===== src/hdl/dco_map.svh =====
`ifndef DCO_MAP_SVH
`define DCO_MAP_SVH

// Register byte addresses, decoded on the low address byte.
`define DCO_A_PWR 8'h00
`define DCO_A_CFG0 8'h04
`define DCO_A_CFG1 8'h08
`define DCO_A_CTL 8'h0c
`define DCO_A_RCAUSE 8'h10
`define DCO_A_IREQ 8'h14

// Power control fields.
`define DCO_PWR_EN0 0
`define DCO_PWR_EN1 1
`define DCO_PWR_RST 2'h0

// Per-channel configuration fields.
`define DCO_CFG_PSEL 0
`define DCO_CFG_NSEL 2
`define DCO_CFG_PREF 4
`define DCO_CFG_SPD 5
`define DCO_CFG_HYS 7
`define DCO_CFG_INV 9
`define DCO_CFG_W 10
`define DCO_CFG_RST 10'h000
`define DCO_HYS_MAX 2'h2

// Comparator control fields.
`define DCO_CTL_WIN 0
`define DCO_CTL_IEN 1
`define DCO_CTL_PIN 3
`define DCO_CTL_STATE 8
`define DCO_CTL_RST 5'h00

// Reset cause and request fields.
`define DCO_RC_STOP 0
`define DCO_IREQ_CMP 0

`endif


===== src/hdl/dco_pkg.sv =====
package dco_pkg;

	typedef logic [1:0] dco_sel_t;

	typedef enum logic [1:0] {
		DCO_WIN_INSIDE = 2'h0,
		DCO_WIN_BELOW = 2'h1,
		DCO_WIN_ABOVE = 2'h2
	} dco_win_e;

endpackage


===== src/hdl/dco_top.sv =====
// Behaviour
// - Two identical comparator channels, logic replicated per channel, not shared.
// - A channel runs only while its enable bit in power control is set.
// - Invert clear: output high when positive input exceeds negative input.
// - Invert set: output low when positive input exceeds negative input.
// - Combined output is OR of both channel outputs, offered as event source.
// - Software reads current comparator output state in the control register.
// - Each output feeds interrupt request, routable pin and event fabric.
// - Window enable set puts both channels into coordinated window detection.
// - Each channel has a four-way positive input select field.
// - Negative source chosen by negative select field plus reference enable bit.
// - Speed select has four settings, hysteresis select three, both writable.
// - Window status: below 01, inside 00, above 10; first high inside only.
// - In stop, enabled comparator interrupt wakes, sets stop flag and request bit.
//
// Implementation choices: register access over AHB-Lite and the address map.
`timescale 1ns/1ps
`default_nettype none
`include "dco_map.svh"

module dco_top (
	input wire logic hclk,
	input wire logic hresetn,
	input wire logic hsel,
	input wire logic [31:0] haddr,
	input wire logic [1:0] htrans,
	input wire logic hwrite,
	input wire logic [2:0] hsize,
	input wire logic [31:0] hwdata,
	input wire logic hready,
	output logic hreadyout,
	output logic hresp,
	output logic [31:0] hrdata,
	input wire logic [1:0] cmp_raw,
	input wire logic stop_mode,
	output logic [1:0] channel_enable,
	output logic [3:0] positive_input_select,
	output logic [3:0] negative_input_select,
	output logic [1:0] prog_reference_enable,
	output logic [3:0] speed_power_select,
	output logic [3:0] input_deadband_select,
	output logic first_output_pin,
	output logic first_output_pin_oe,
	output logic second_output_pin,
	output logic second_output_pin_oe,
	output logic first_event,
	output logic second_event,
	output logic either_output_or,
	output logic [1:0] irq_req,
	output logic stop_recover
);

	logic [1:0] pwr_q;
	logic [`DCO_CFG_W-1:0] cfg_q [2];
	logic [4:0] ctl_q;
	logic rc_stop_q;
	logic ireq_q;
	logic wr_q;
	logic rd_q;
	logic rdv_q;
	logic [7:0] addr_q;
	logic [31:0] hrdata_q;
	logic [1:0] sync1_q;
	logic [1:0] sync2_q;
	logic [1:0] out_q;
	logic or_q;
	logic [1:0] prev_q;
	logic [1:0] irq_q;
	logic stop_rec_q;
	logic [1:0] state_q;
	logic [1:0] live;
	logic [1:0] pol;
	logic [1:0] out_d;
	dco_pkg::dco_sel_t state_d;
	logic win;
	logic [1:0] rise;
	logic cmp_event;
	logic [31:0] rd_mux;
	logic addr_ok;

	// Clamps the hysteresis field so the unused fourth code never reaches the cell.
	function automatic logic [`DCO_CFG_W-1:0] cfg_fix(input logic [31:0] w);
		logic [`DCO_CFG_W-1:0] v;
		v = w[`DCO_CFG_W-1:0];
		if (v[`DCO_CFG_HYS+1:`DCO_CFG_HYS] == 2'h3) begin
			v[`DCO_CFG_HYS+1:`DCO_CFG_HYS] = `DCO_HYS_MAX;
		end
		return v;
	endfunction

	// Widens a channel configuration word for the read mux.
	function automatic logic [31:0] cfg_word(input logic [`DCO_CFG_W-1:0] c);
		return {{(32-`DCO_CFG_W){1'b0}}, c};
	endfunction

	// Write strobe for one register offset, shared by every writable register.
	function automatic logic wr_hit(input logic wr, input logic [7:0] at, input logic [7:0] a);
		return wr && at == a;
	endfunction

	// Two agreeing decisions put the signal outside the window on one side.
	function automatic dco_pkg::dco_sel_t win_state(input logic [1:0] p);
		dco_pkg::dco_sel_t s;
		case (p)
			2'h0: begin
				s = dco_pkg::DCO_WIN_BELOW;
			end
			2'h3: begin
				s = dco_pkg::DCO_WIN_ABOVE;
			end
			default: begin
				s = dco_pkg::DCO_WIN_INSIDE;
			end
		endcase
		return s;
	endfunction

	assign win = ctl_q[`DCO_CTL_WIN];
	assign addr_ok = hsel && htrans[1];
	assign hresp = 1'b0;
	assign hrdata = hrdata_q;
	// Reads take one wait state so a read never sees a write still in flight.
	assign hreadyout = !(rd_q && !rdv_q);

	always_ff @(posedge hclk or negedge hresetn) begin
		if (!hresetn) begin
			wr_q <= 1'b0;
		end else if (hready) begin
			wr_q <= addr_ok && hwrite;
		end
	end

	always_ff @(posedge hclk or negedge hresetn) begin
		if (!hresetn) begin
			rd_q <= 1'b0;
		end else if (hready) begin
			rd_q <= addr_ok && !hwrite;
		end
	end

	always_ff @(posedge hclk or negedge hresetn) begin
		if (!hresetn) begin
			rdv_q <= 1'b0;
		end else if (hready) begin
			rdv_q <= 1'b0;
		end else if (rd_q) begin
			rdv_q <= 1'b1;
		end
	end

	always_ff @(posedge hclk or negedge hresetn) begin
		if (!hresetn) begin
			addr_q <= 8'h00;
		end else if (hready) begin
			addr_q <= haddr[7:0];
		end
	end

	always_comb begin
		rd_mux = 32'h0000_0000;
		case (addr_q)
			`DCO_A_PWR: begin
				rd_mux[1:0] = pwr_q;
			end
			`DCO_A_CFG0: begin
				rd_mux = cfg_word(cfg_q[0]);
			end
			`DCO_A_CFG1: begin
				rd_mux = cfg_word(cfg_q[1]);
			end
			`DCO_A_CTL: begin
				rd_mux[4:0] = ctl_q;
				rd_mux[`DCO_CTL_STATE+1:`DCO_CTL_STATE] = state_q;
			end
			`DCO_A_RCAUSE: begin
				rd_mux[`DCO_RC_STOP] = rc_stop_q;
			end
			`DCO_A_IREQ: begin
				rd_mux[`DCO_IREQ_CMP] = ireq_q;
			end
			default: begin
				rd_mux = 32'h0000_0000;
			end
		endcase
	end

	always_ff @(posedge hclk or negedge hresetn) begin
		if (!hresetn) begin
			hrdata_q <= 32'h0000_0000;
		end else if (rd_q && !rdv_q) begin
			hrdata_q <= rd_mux;
		end
	end

	always_ff @(posedge hclk or negedge hresetn) begin
		if (!hresetn) begin
			pwr_q <= `DCO_PWR_RST;
		end else if (wr_hit(wr_q, addr_q, `DCO_A_PWR)) begin
			pwr_q <= hwdata[1:0];
		end
	end

	always_ff @(posedge hclk or negedge hresetn) begin
		if (!hresetn) begin
			ctl_q <= `DCO_CTL_RST;
		end else if (wr_hit(wr_q, addr_q, `DCO_A_CTL)) begin
			ctl_q <= hwdata[4:0];
		end
	end

	// A wake event in the same cycle as a clearing write keeps the flag set.
	always_ff @(posedge hclk or negedge hresetn) begin
		if (!hresetn) begin
			rc_stop_q <= 1'b0;
		end else if (stop_mode && cmp_event) begin
			rc_stop_q <= 1'b1;
		end else if (wr_hit(wr_q, addr_q, `DCO_A_RCAUSE) && hwdata[`DCO_RC_STOP]) begin
			rc_stop_q <= 1'b0;
		end
	end

	always_ff @(posedge hclk or negedge hresetn) begin
		if (!hresetn) begin
			ireq_q <= 1'b0;
		end else if (cmp_event) begin
			ireq_q <= 1'b1;
		end else if (wr_hit(wr_q, addr_q, `DCO_A_IREQ) && hwdata[`DCO_IREQ_CMP]) begin
			ireq_q <= 1'b0;
		end
	end

	always_ff @(posedge hclk or negedge hresetn) begin
		if (!hresetn) begin
			stop_rec_q <= 1'b0;
		end else begin
			stop_rec_q <= stop_mode && cmp_event;
		end
	end

	// The raw inputs are asynchronous; first stage feeds only the second.
	always_ff @(posedge hclk or negedge hresetn) begin
		if (!hresetn) begin
			sync1_q <= 2'h0;
		end else begin
			sync1_q <= cmp_raw;
		end
	end

	always_ff @(posedge hclk or negedge hresetn) begin
		if (!hresetn) begin
			sync2_q <= 2'h0;
		end else begin
			sync2_q <= sync1_q;
		end
	end

	for (genvar i = 0; i < 2; i++) begin : g_ch
		// Each channel carries its own configuration register and gating.
		always_ff @(posedge hclk or negedge hresetn) begin
			if (!hresetn) begin
				cfg_q[i] <= `DCO_CFG_RST;
			end else if (wr_hit(wr_q, addr_q, i == 0 ? `DCO_A_CFG0 : `DCO_A_CFG1)) begin
				cfg_q[i] <= cfg_fix(hwdata);
			end
		end

		// A powered-down channel reads low whatever the cell leaves behind.
		assign live[i] = sync2_q[i] && pwr_q[i];
		// The cell reports positive above negative as high.
		assign pol[i] = live[i] ^ cfg_q[i][`DCO_CFG_INV];

		assign channel_enable[i] = pwr_q[i];
		assign positive_input_select[2*i+1:2*i] =
			cfg_q[i][`DCO_CFG_PSEL+1:`DCO_CFG_PSEL];
		assign negative_input_select[2*i+1:2*i] =
			cfg_q[i][`DCO_CFG_NSEL+1:`DCO_CFG_NSEL];
		assign prog_reference_enable[i] = cfg_q[i][`DCO_CFG_PREF];
		assign speed_power_select[2*i+1:2*i] =
			cfg_q[i][`DCO_CFG_SPD+1:`DCO_CFG_SPD];
		assign input_deadband_select[2*i+1:2*i] =
			cfg_q[i][`DCO_CFG_HYS+1:`DCO_CFG_HYS];
	end

	always_comb begin
		out_d = 2'h0;
		state_d = 2'h0;
		if (win) begin
			out_d[0] = pol[0] ^ pol[1];
			out_d[1] = 1'b0;
			state_d = win_state(pol);
		end else begin
			out_d = pol;
			state_d = {pol[0], pol[1]};
		end
	end

	always_ff @(posedge hclk or negedge hresetn) begin
		if (!hresetn) begin
			out_q <= 2'h0;
		end else begin
			out_q <= out_d;
		end
	end

	always_ff @(posedge hclk or negedge hresetn) begin
		if (!hresetn) begin
			or_q <= 1'b0;
		end else begin
			or_q <= out_d[0] | out_d[1];
		end
	end

	always_ff @(posedge hclk or negedge hresetn) begin
		if (!hresetn) begin
			state_q <= 2'h0;
		end else begin
			state_q <= state_d;
		end
	end

	// Rising output edges only, so a steady high level raises one request.
	assign rise = out_q & ~prev_q;
	assign cmp_event = |(rise & ctl_q[`DCO_CTL_IEN+1:`DCO_CTL_IEN]);

	always_ff @(posedge hclk or negedge hresetn) begin
		if (!hresetn) begin
			prev_q <= 2'h0;
		end else begin
			prev_q <= out_q;
		end
	end

	always_ff @(posedge hclk or negedge hresetn) begin
		if (!hresetn) begin
			irq_q <= 2'h0;
		end else begin
			irq_q <= rise & ctl_q[`DCO_CTL_IEN+1:`DCO_CTL_IEN];
		end
	end

	assign irq_req = irq_q;
	assign stop_recover = stop_rec_q;
	assign first_output_pin = out_q[0];
	assign second_output_pin = out_q[1];
	assign first_output_pin_oe = ctl_q[`DCO_CTL_PIN];
	assign second_output_pin_oe = ctl_q[`DCO_CTL_PIN+1];
	assign first_event = out_q[0];
	assign second_event = out_q[1];
	assign either_output_or = or_q;

endmodule

`default_nettype wire


===== config.mk =====
export PLATFORM = sky130hd
export DESIGN_NAME = dco_top
export DESIGN_NICKNAME = d
export VERILOG_FILES = /design/src/hdl/dco_pkg.sv /design/src/hdl/dco_top.sv
export VERILOG_INCLUDE_DIRS = /design/src /design/src/hdl
export SDC_FILE = /design/constraint.sdc
export NUM_CORES = 1
export LEC_CHECK = 0
export CAP_MARGIN = 40
export CORE_UTILIZATION = 45
export DETAILED_ROUTE_END_ITERATION = 16
export DONT_BUFFER_PORTS = 1
export SYNTH_ARGS = -nofsm -noshare
export SYNTH_HDL_FRONTEND = slang
export SYNTH_SLANG_ARGS = --single-unit

===== constraint.sdc =====
create_clock -name hclk -period 4.05 [get_ports hclk]
set_input_delay 0 -clock hclk [delete_from_list [all_inputs] [get_ports hclk]]
set_output_delay 0 -clock hclk [all_outputs]
set_load 0.02 [all_outputs]

==> reports/metrics.csv, run 1 <==
metric,value,unit
status,"finished, violations left",
failing checks,DRC,
clock sinks,64,
via count,1774,
placed insts,299,
worst hold stages,2,
Least-Margin Pin Slew,0.7476,ns
required time of the critical path,4.26,ns
Routed met1 length,2.560,mm
Post-Syn Instances,248,
startpoint types,register,
Ant. Diodes,0,
Worst R2R End,prog_reference_enable[0]$_DFFE_PN0P_,
setup TNS,0,ns
clock root cell,clkbuf_8,
HP Class,input port to register,
met2 routed WL,2.784,mm
maximum vdd drop,0.0002344,V
Final period util,57.15,%
Die H,83.86,um
Starting Density,46.95,%
power density cells,429.1,mW/mm2
Iteration-0 DRC Markers,78,
Setup Skew,0.004077,ns
adder-cell share of the synthesized area,0.8299,%
DRC,12,
"Seq/Total Area, Yosys",53.11,%
setup bufs post-CTS,0,
Vias/cell,5.233,
fmax,432.0,MHz
Max-Cap Viols,0,
#FFs+latches synth,64,
"Reg clk slew, reported paths",0.06,ns
"Slew Viols, Final",0,
post-cts hold buffer count,27,
Rel. slew slack,50.02,%
Pre-antenna DRT Iters,10,
synthesis-to-finish area growth,10.08,%
Pleak,1.458,nW
Synth Warn #,0,
largest family of logic cells by synthesized area,multiplexers,
post-synthesis simple-gate area fraction,11.12,%
Final ANT Viol Nets,0,
final WL,5.879,mm
origin of the critical flop-to-flop path,addr_q[3]$_DFFE_PN0P_,
Hold Startpoint,hwdata[7],
Hold EP,input_deadband_select[2]$_DFFE_PN0P_,
final-stage net count,339,
post-synth top area cell,dfrtp_1,
Synth Area per Inst,12.16,um2
port bufs,0,
CP max FO,16,
global-route wire length before repair,9.404,mm
synth top area cells,"dfrtp_1 53%, mux2_2 16%, buf_4 11%, nor2_1 2.1%, o21ai_0 1.7%",
Finished Layout Cells,339,
met3 WL,461,um
number of gates resized after cts,0,
cell with the most instances after synthesis,dfrtp_1,
htree depth,3,
mux share of post-synthesis cell area,16.43,%
worst reg2reg path depth,3,
Max Used Layer,met4,
initial antenna violation count,0,
cts bufs inserted,9,
R2R Setup Slk,1.74,ns
TritonCTS clock tree,built,
DP HPWL,3.938,mm
largest net degree at the start of global routing,65,
Die Area,0.007033,mm2
ratio of cells with drive above 1 in the final layout,24.43,%
setup violators final,0,
CP endpoint kind,register,
Main synth FF type,dfrtp_1,
post-DR wirelength/cell,17.34,um
mapped cell area,0.003015,mm2
Overall Global Routing Usage,17.97,%
Yosys cell types,39,
die width,83.86,um
"EDFF count, synth",0,
minimum clock period after layout,2.315,ns
number of global-route vias before repair,1808,
area share of the leading cell type in the synthesized netlist,53.11,%
unrepaired setup endpoints after global routing,false,
grt total ovfl,0,
Post-synth ARST share,100.0,%
worst skew pair latency,0.33,ns
Final Hold Fails,0,
fill cell count,577,
GP Congestion,0.6929,
Layout Utilization,51.69,%
XOR/XNOR Fraction of Synth Area,0.5809,%
site row count,29,
core area,0.006422,mm2
critical path data arrival time,2.52,ns
clk buf depth,2,
Commonest cells post-synth,"64 x dfrtp_1, 43 x buf_4, 43 x mux2_2, 17 x nor2_1, 12 x nand2_1",
Compound-Gate Fraction of Synth Area,5.477,%
Crit Path Class,register to register,
I/O pin cnt,141,
-- worst max-delay path: stages (launching register included) --
cell	delay [ns]
dfrtp_1	0.63
nor4b_1	0.45
nand3_1	0.61
mux2_2	0.50
-- layout make-up --
| class | instances | area [um2] | area share, % |
|---|---|---|---|
| clock buffer | 13 | 178.9 | 5.390 |
| inverter | 6 | 22.52 | 0.6785 |
| multi-input combinational | 151 | 1125 | 33.89 |
| sequential | 64 | 1602 | 48.25 |
| tap | 77 | 96.34 | 2.902 |
| timing repair buffer | 28 | 295.3 | 8.896 |
-- how the worst max path moves through the flow --
stage / startpoint / end / slack [ns] / cells past startpoint
after floorplan: addr_q[4]$_DFFE_PN0P_ / ctl_q[3]$_DFFE_PN0P_ / 2.28 / 4
after global placement: addr_q[3]$_DFFE_PN0P_ / input_deadband_select[1]$_DFFE_PN0P_ / 1.77 / 3
after detailed placement: addr_q[3]$_DFFE_PN0P_ / prog_reference_enable[0]$_DFFE_PN0P_ / 1.75 / 3
after CTS: addr_q[3]$_DFFE_PN0P_ / prog_reference_enable[0]$_DFFE_PN0P_ / 1.76 / 3
after global routing: addr_q[3]$_DFFE_PN0P_ / prog_reference_enable[0]$_DFFE_PN0P_ / 1.58 / 3
final: addr_q[3]$_DFFE_PN0P_ / prog_reference_enable[0]$_DFFE_PN0P_ / 1.74 / 3
-- power breakdown --
part | leakage, nW | total (mW) | internal (mW) | switching (mW)
Combinational | 0.571 | 0.156 | 0.0722 | 0.0842
Clock | 0.0935 | 0.492 | 0.279 | 0.213
Sequential | 0.794 | 0.777 | 0.688 | 0.0887
-- logic make-up after synthesis --
family	Yosys count
xor gates and xnor gates	2
and+or+nand+nor	54
adders and majority gates	2
buffers and inverters	55
DFF	64
other	1
muxes	44
AOI/OAI and AO/OA	26
-- sequential cells by signal, indices dropped and copies added (netlist names), 2 cells and up --
signal	flops
prog_reference_enable	2
cfg_q	2
input_deadband_select	4
irq_req	2
prev_q	2
addr_q	8
hrdata	10
channel_enable	2
state_q	2
speed_power_select	4
out_q	2
ctl_q	5
positive_input_select	4
sync1_q	2
sync2_q	2
negative_input_select	4
-- layout by cell type (no fill, tap or decap), types with 2 or more instances in the layout --
cell type / netlist / routed
nand4_1: 2 / 2
nand3_1: 3 / 3
a21oi_1: 2 / 2
nand2_1: 12 / 12
clkbuf_8: 0 / 13
o21ai_0: 10 / 10
a221oi_1: 3 / 3
xnor2_1: 2 / 2
nor3_4: 2 / 2
mux2_2: 43 / 43
ha_1: 2 / 2
inv_1: 6 / 6
nor2b_1: 3 / 3
a22oi_1: 5 / 5
conb_1: 1 / 23
a31oi_1: 3 / 3
nor2_1: 17 / 17
nand2b_1: 2 / 2
and4_1: 2 / 2
dfrtp_1: 64 / 64
dlygate4sd3_1: 0 / 26
-- metrics by stage --
| stage | total power [mW] | worst slack (ns) | instance area (um2) | hold WS, ns |
|---|---|---|---|---|
| 2_1_floorplan | 0.9119 | 2.281 | 3098 | -0.2956 |
| 5_1_grt | 1.495 | 1.583 | 3319 | 0.04123 |
| 4_1_cts | 1.446 | 1.757 | 3319 | 0.01034 |
| 3_3_place_gp | 0.9029 | 1.766 | 2853 | -0.2939 |
| 3_5_place_dp | 0.9078 | 1.755 | 2853 | -0.2936 |
| 6_report | 1.425 | 1.735 | 3319 | 0.01695 |
-- per-layer routing --
layer  GRT usage [%]  vias to the layer above
met5               0                        -
met3           7.616                       10
met2           27.79                       63
met4           7.053                        0
li1                -                      822
met1           22.27                      879
No activity file was read; power rests on OpenSTA's default activity.
==> run 2: changes to the inputs <==
- clock period: 4.05 -> 2.3 ns (I/O delays scaled with it)
==> run 2 against run 1 <==
Net effect:
- the flow still finishes with violations (DRC)
- critical path depth rose by 1
- clock power rose by 88%
- flip-flop and latch count did not move
- utilization up 1.2 points
- clock skew up 0.0037 ns
- critical endpoint is now ctl_q[3]$_DFFE_PN0P_
- largest cell class unchanged
==> reports/metrics.csv, run 2 (synthesis results as in run 1) <==
metric,value,unit,change
final-stage net count,348,,was 339
DP HPWL,4.008,mm,was 3.938 mm
post-cts hold buffer count,28,,was 27
setup TNS,0,ns,unchanged
I/O pin cnt,141,,unchanged
maximum vdd drop,0.0003420,V,was 0.0002344 V
R2R Setup Slk,0.36,ns,was 1.74 ns
cts bufs inserted,9,,unchanged
Worst R2R End,ctl_q[3]$_DFFE_PN0P_,,was prog_reference_enable[0]$_DFFE_PN0P_
Least-Margin Pin Slew,0.5625,ns,was 0.7476 ns
ratio of cells with drive above 1 in the final layout,26.74,%,was 24.43%
Ant. Diodes,0,,unchanged
final WL,5.908,mm,was 5.879 mm
Pleak,1.507,nW,was 1.458 nW
number of global-route vias before repair,1852,,"was 1,808"
max reg flops,10,,unchanged
minimum clock period after layout,1.936,ns,was 2.315 ns
"commonest non-fill, non-tap cell in the layout",dfrtp_1,,unchanged
clk buf depth,2,,unchanged
initial antenna violation count,0,,unchanged
port bufs,0,,unchanged
via count,1796,,"was 1,774"
Tot Pwr,2.574,mW,was 1.425 mW
Finished Layout Cells,350,,was 339
Starting Density,46.95,%,unchanged
Final Hold Fails,0,,unchanged
CP max FO,6,,was 16
Iteration-0 DRC Markers,78,,unchanged
clock root cell,clkbuf_8,,unchanged
Die Area,0.007033,mm2,unchanged
setup bufs post-CTS,0,,unchanged
Final ANT Viol Nets,0,,unchanged
Die H,83.86,um,unchanged
Max-Cap Viols,0,,unchanged
Final period util,84.16,%,was 57.15%
htree depth,3,,unchanged
Crit Path Class,register to register,,unchanged
placed insts,307,,was 299
status,"finished, violations left",,unchanged
synthesis-to-finish area growth,12.66,%,was 10.08%
grt total ovfl,0,,unchanged
Setup Skew,0.007783,ns,was 0.004077 ns
GP Congestion,0.7203,,was 0.6929
Overall Global Routing Usage,18.72,%,was 17.97%
setup violators final,0,,unchanged
global-route wire length before repair,9.811,mm,was 9.404 mm
Rel. slew slack,62.46,%,was 50.02%
die width,83.86,um,unchanged
clock sinks,64,,unchanged
Vias/cell,5.131,,was 5.233
DRC,12,,unchanged
worst skew pair latency,0.34,ns,was 0.33 ns
site row count,29,,unchanged
post-DR wirelength/cell,16.88,um,was 17.34 um
failing checks,DRC,,unchanged
core area,0.006422,mm2,unchanged
TritonCTS clock tree,built,,unchanged
startpoint types,register,,unchanged
Pre-antenna DRT Iters,12,,was 10
critical path data arrival time,2.16,ns,was 2.52 ns
fmax,516.6,MHz,was 432.0 MHz
largest net degree at the start of global routing,65,,unchanged
worst reg2reg path depth,4,,was 3
"Reg clk slew, reported paths",0.07,ns,was 0.06 ns
required time of the critical path,2.52,ns,was 4.26 ns
origin of the critical flop-to-flop path,addr_q[4]$_DFFE_PN0P_,,was addr_q[3]$_DFFE_PN0P_
HP Class,input port to asynchronous set/reset pin,,was input port to register
CP endpoint kind,register,,unchanged
number of gates resized after cts,0,,unchanged
unrepaired setup endpoints after global routing,false,,unchanged
"Slew Viols, Final",0,,unchanged
power density cells,757.8,mW/mm2,was 429.1 mW/mm2
most frequent cells in the layout,"64 x dfrtp_1, 43 x mux2_2, 27 x dlygate4sd3_1",,"was 64 x dfrtp_1, 43 x mux2_2, 26 x dlygate4sd3_1"
## run 2: cell count changes in the layout (fill, tap and decap cells not counted)
cell | previous run | this run
dlygate4sd3_1 | 26 | 27
clkbuf_8 | 13 | 10
clkbuf_1 | 0 | 1
clkinv_2 | 0 | 3
bufinv_16 | 0 | 1
buf_4 | 1 | 9
## run 2: cell type report
type / count / area, um2
clock buffers: 11 / 141.4
inverters: 6 / 22.52
fillers: 575 / 3025
clock inverters: 4 / 45.04
repair buffers: 37 / 365.4
well taps: 77 / 96.34
flip-flops and latches: 64 / 1602
multi-input cells: 151 / 1125
## run 2: worst max path at each step
stage / start / endpoint / cells past startpoint
after CTS: addr_q[4]$_DFFE_PN0P_ / ctl_q[3]$_DFFE_PN0P_ / 4
final: addr_q[4]$_DFFE_PN0P_ / ctl_q[3]$_DFFE_PN0P_ / 4
after global placement: addr_q[4]$_DFFE_PN0P_ / ctl_q[3]$_DFFE_PN0P_ / 4
after detailed placement: addr_q[4]$_DFFE_PN0P_ / ctl_q[3]$_DFFE_PN0P_ / 4
after floorplan: addr_q[4]$_DFFE_PN0P_ / ctl_q[3]$_DFFE_PN0P_ / 4
after global routing: addr_q[4]$_DFFE_PN0P_ / ctl_q[3]$_DFFE_PN0P_ / 4
## run 2: metrics by stage
stage          instance area (um2)  hold slack, ns  setup slack, ns  utilization (%)
2_1_floorplan                 3098         -0.2956           0.5311                -
3_3_place_gp                  2913         -0.2935           0.3620            45.35
3_5_place_dp                  2913         -0.2938           0.3394            45.35
4_1_cts                       3397          0.1928           0.3355            52.89
5_1_grt                       3397          0.1919           0.2750            52.89
6_report                      3397          0.2103           0.3643            52.89
## run 2: critical path: stages, from the launching register on
cell and delay (ns):
dfrtp_1 0.47, or4_4 0.58, nor3_4 0.22, nand4_4 0.20
mux2_1 0.35
## run 2: layer usage
layer | vias to the layer above | part of all wire (%) | wire length [um] | track usage, %
met4 | 0 | 1.1 | 65 | 6.583
met1 | 886 | 43 | 2537 | 23.14
met2 | 61 | 48 | 2836 | 28.84
met5 | - | 0 | 0 | 0
met3 | 7 | 7.9 | 469 | 8.704
li1 | 842 | - | - | -
## run 2: where the power goes
part	leakage (nW)	switching (mW)	internal, mW
clock network	0.0989	0.405	0.519
registers	0.794	0.148	1.21
logic	0.615	0.157	0.135
total	1.51	0.710	1.86
==> run 3: changes to the inputs <==
- clock period: 2.3 -> 2.02 ns (I/O delays scaled with it)
==> run 3 against run 2 <==
Net effect:
- the run still ends with DRC left
- flip-flop and latch count did not move
- combinational power grew 24%
- hold slack worse by 0.011 ns
- sequential share of layout area is 0.50 points lower
- critical path depth stayed put
- die area is the same
- global-route usage rose by 0.30 points
- count of clock-buffer cells in the layout is 1 higher
- clock power grew 4.7%
- first-iteration DRC count down 3.8%
- highest routed layer unchanged
==> reports/metrics.csv, run 3 (synthesis results as in run 1) <==
metric,value,unit,change
CP max FO,5,,was 6
fill cell count,566,,was 575
Die H,83.86,um,unchanged
Max-Cap Viols,0,,unchanged
post-DR wirelength/cell,16.74,um,was 16.88 um
site row count,29,,unchanged
Reg area,0.001602,mm2,unchanged
global-route wire length before repair,9.991,mm,was 9.811 mm
critical path data arrival time,2.05,ns,was 2.16 ns
initial antenna violation count,0,,unchanged
"commonest non-fill, non-tap cell in the layout",dfrtp_1,,unchanged
I/O pin cnt,141,,unchanged
fmax,546.5,MHz,was 516.6 MHz
Rel. slew slack,61.91,%,was 62.46%
Finished Layout Cells,355,,was 350
DP HPWL,4.096,mm,was 4.008 mm
Pre-antenna DRT Iters,12,,unchanged
Least-Margin Pin Slew,0.5708,ns,was 0.5625 ns
synthesis-to-finish area growth,13.86,%,was 12.66%
pre-CTS setup slack,0.2094,ns,was 0.3394 ns
setup TNS,0,ns,unchanged
maximum vdd drop,0.0005175,V,was 0.0003420 V
startpoint types,register,,unchanged
status,"finished, violations left",,unchanged
grt total ovfl,0,,unchanged
clock sinks,64,,unchanged
cts bufs inserted,9,,unchanged
most frequent cells in the layout,"64 x dfrtp_1, 43 x mux2_2, 27 x dlygate4sd3_1",,unchanged
largest net degree at the start of global routing,65,,unchanged
number of global-route vias before repair,1994,,"was 1,852"
worst reg2reg path depth,4,,unchanged
"Slew Viols, Final",0,,unchanged
Layout Utilization,53.46,%,was 52.89%
clock root cell,clkbuf_8,,unchanged
htree depth,3,,unchanged
Overall Global Routing Usage,19.02,%,was 18.72%
failing checks,DRC,,unchanged
P_sw,815.2,uW,was 709.8 uW
final-stage net count,353,,was 348
Worst R2R End,ctl_q[3]$_DFFE_PN0P_,,unchanged
GP Congestion,0.7287,,was 0.7203
Setup Skew,0.008405,ns,was 0.007783 ns
number of gates resized after cts,0,,unchanged
Final period util,90.59,%,was 84.16%
worst skew pair latency,0.34,ns,about the same
post-layout instance area,0.003433,mm2,was 0.003397 mm2
Setup WS post-layout,0.1901,ns,was 0.3643 ns
ratio of cells with drive above 1 in the final layout,28.06,%,was 26.74%
port bufs,0,,unchanged
minimum clock period after layout,1.830,ns,was 1.936 ns
R2R Setup Slk,0.19,ns,was 0.36 ns
placed insts,312,,was 307
setup violators final,0,,unchanged
Final Hold Fails,0,,unchanged
Final ANT Viol Nets,0,,unchanged
origin of the critical flop-to-flop path,addr_q[4]$_DFFE_PN0P_,,unchanged
Tot Pwr,2.863,mW,was 2.574 mW
Iteration-0 DRC Markers,75,,was 78
Starting Density,46.95,%,unchanged
Ant. Diodes,0,,unchanged
die width,83.86,um,unchanged
Vias/cell,5.189,,was 5.131
max reg flops,10,,unchanged
power density cells,833.8,mW/mm2,was 757.8 mW/mm2
area of the multi-input gates,0.001125,mm2,unchanged
final WL,5.942,mm,was 5.908 mm
core area,0.006422,mm2,unchanged
Sw Ratio,28.48,%,was 27.57%
Comb pwr share,12.6,%,was 11.3%
via count,1842,,"was 1,796"
DRC,12,,unchanged
required time of the critical path,2.24,ns,was 2.52 ns
Pleak,1.523,nW,was 1.507 nW
clock power share,33.7,%,was 35.9%
HP Class,input port to asynchronous set/reset pin,,unchanged
part of the power in registers,53.6,%,was 52.8%
P_int,2.047,mW,was 1.865 mW
cell area after placement,0.002963,mm2,was 0.002913 mm2
clk buf depth,2,,unchanged
TritonCTS clock tree,built,,unchanged
Crit Path Class,register to register,,unchanged
WHS,0.1997,ns,was 0.2103 ns
CP endpoint kind,register,,unchanged
Die Area,0.007033,mm2,unchanged
unrepaired setup endpoints after global routing,false,,unchanged
"Reg clk slew, reported paths",0.06,ns,was 0.07 ns
[run 3: cell types whose count changed in the layout (fill, tap and decap cells not counted), sizes merged]
cell | before | now
clkinv | 3 | 2
clkbuf | 11 | 12
clkinvlp | 0 | 1
buf | 10 | 15
bufinv | 1 | 0
[run 3: area by class of cell]
cell class,count,share of cell area (%)
Timing Repair Buffer,42,12.10
Clock inverter,3,0.5102
Sequential cell,64,46.65
Inverter,6,0.6560
Multi-Input combinational cell,151,32.76
Clock buffer,12,4.519
Tap cell,77,2.806
[run 3: power groups by stage]
stage	clock, mW	sequential [mW]	combinational (mW)
detailed placement	0	1.56	0.285
global placement	0	1.56	0.279
floorplan	0	1.51	0.314
global route	1.06	1.55	0.404
CTS	1.00	1.54	0.367
finish	0.966	1.53	0.362
[run 3: repair_timing]
item	CTS	global route
buffers inserted	0	0
hold endpoints to repair	107	0
hold buffers	28	0
endpoints found under the setup margin	0	0
[run 3: worst max-delay path, cell delays in order (launching register included)]
cell	delay, ns
dfrtp_1	0.38
or4_4	0.56
nor3_4	0.23
nand4_4	0.20
mux2_1	0.34
[run 3: how the worst max path moves through the flow]
stage                           end                   from  depth (start not counted)
2_1_floorplan  ctl_q[3]$_DFFE_PN0P_  addr_q[4]$_DFFE_PN0P_                          4
3_3_place_gp   ctl_q[3]$_DFFE_PN0P_  addr_q[4]$_DFFE_PN0P_                          4
3_5_place_dp   ctl_q[3]$_DFFE_PN0P_  addr_q[4]$_DFFE_PN0P_                          4
4_1_cts        ctl_q[3]$_DFFE_PN0P_  addr_q[4]$_DFFE_PN0P_                          4
5_1_grt        ctl_q[3]$_DFFE_PN0P_  addr_q[4]$_DFFE_PN0P_                          4
6_report       ctl_q[3]$_DFFE_PN0P_  addr_q[4]$_DFFE_PN0P_                          4
[run 3: routing by layer]
metal	global-route usage [%]	share of wire (%)	up-vias
met5	0	0	-
met4	7.053	1.5	0
met3	9.990	9.0	11
met2	30.03	48	61
met1	21.95	41	920
li1	-	-	850
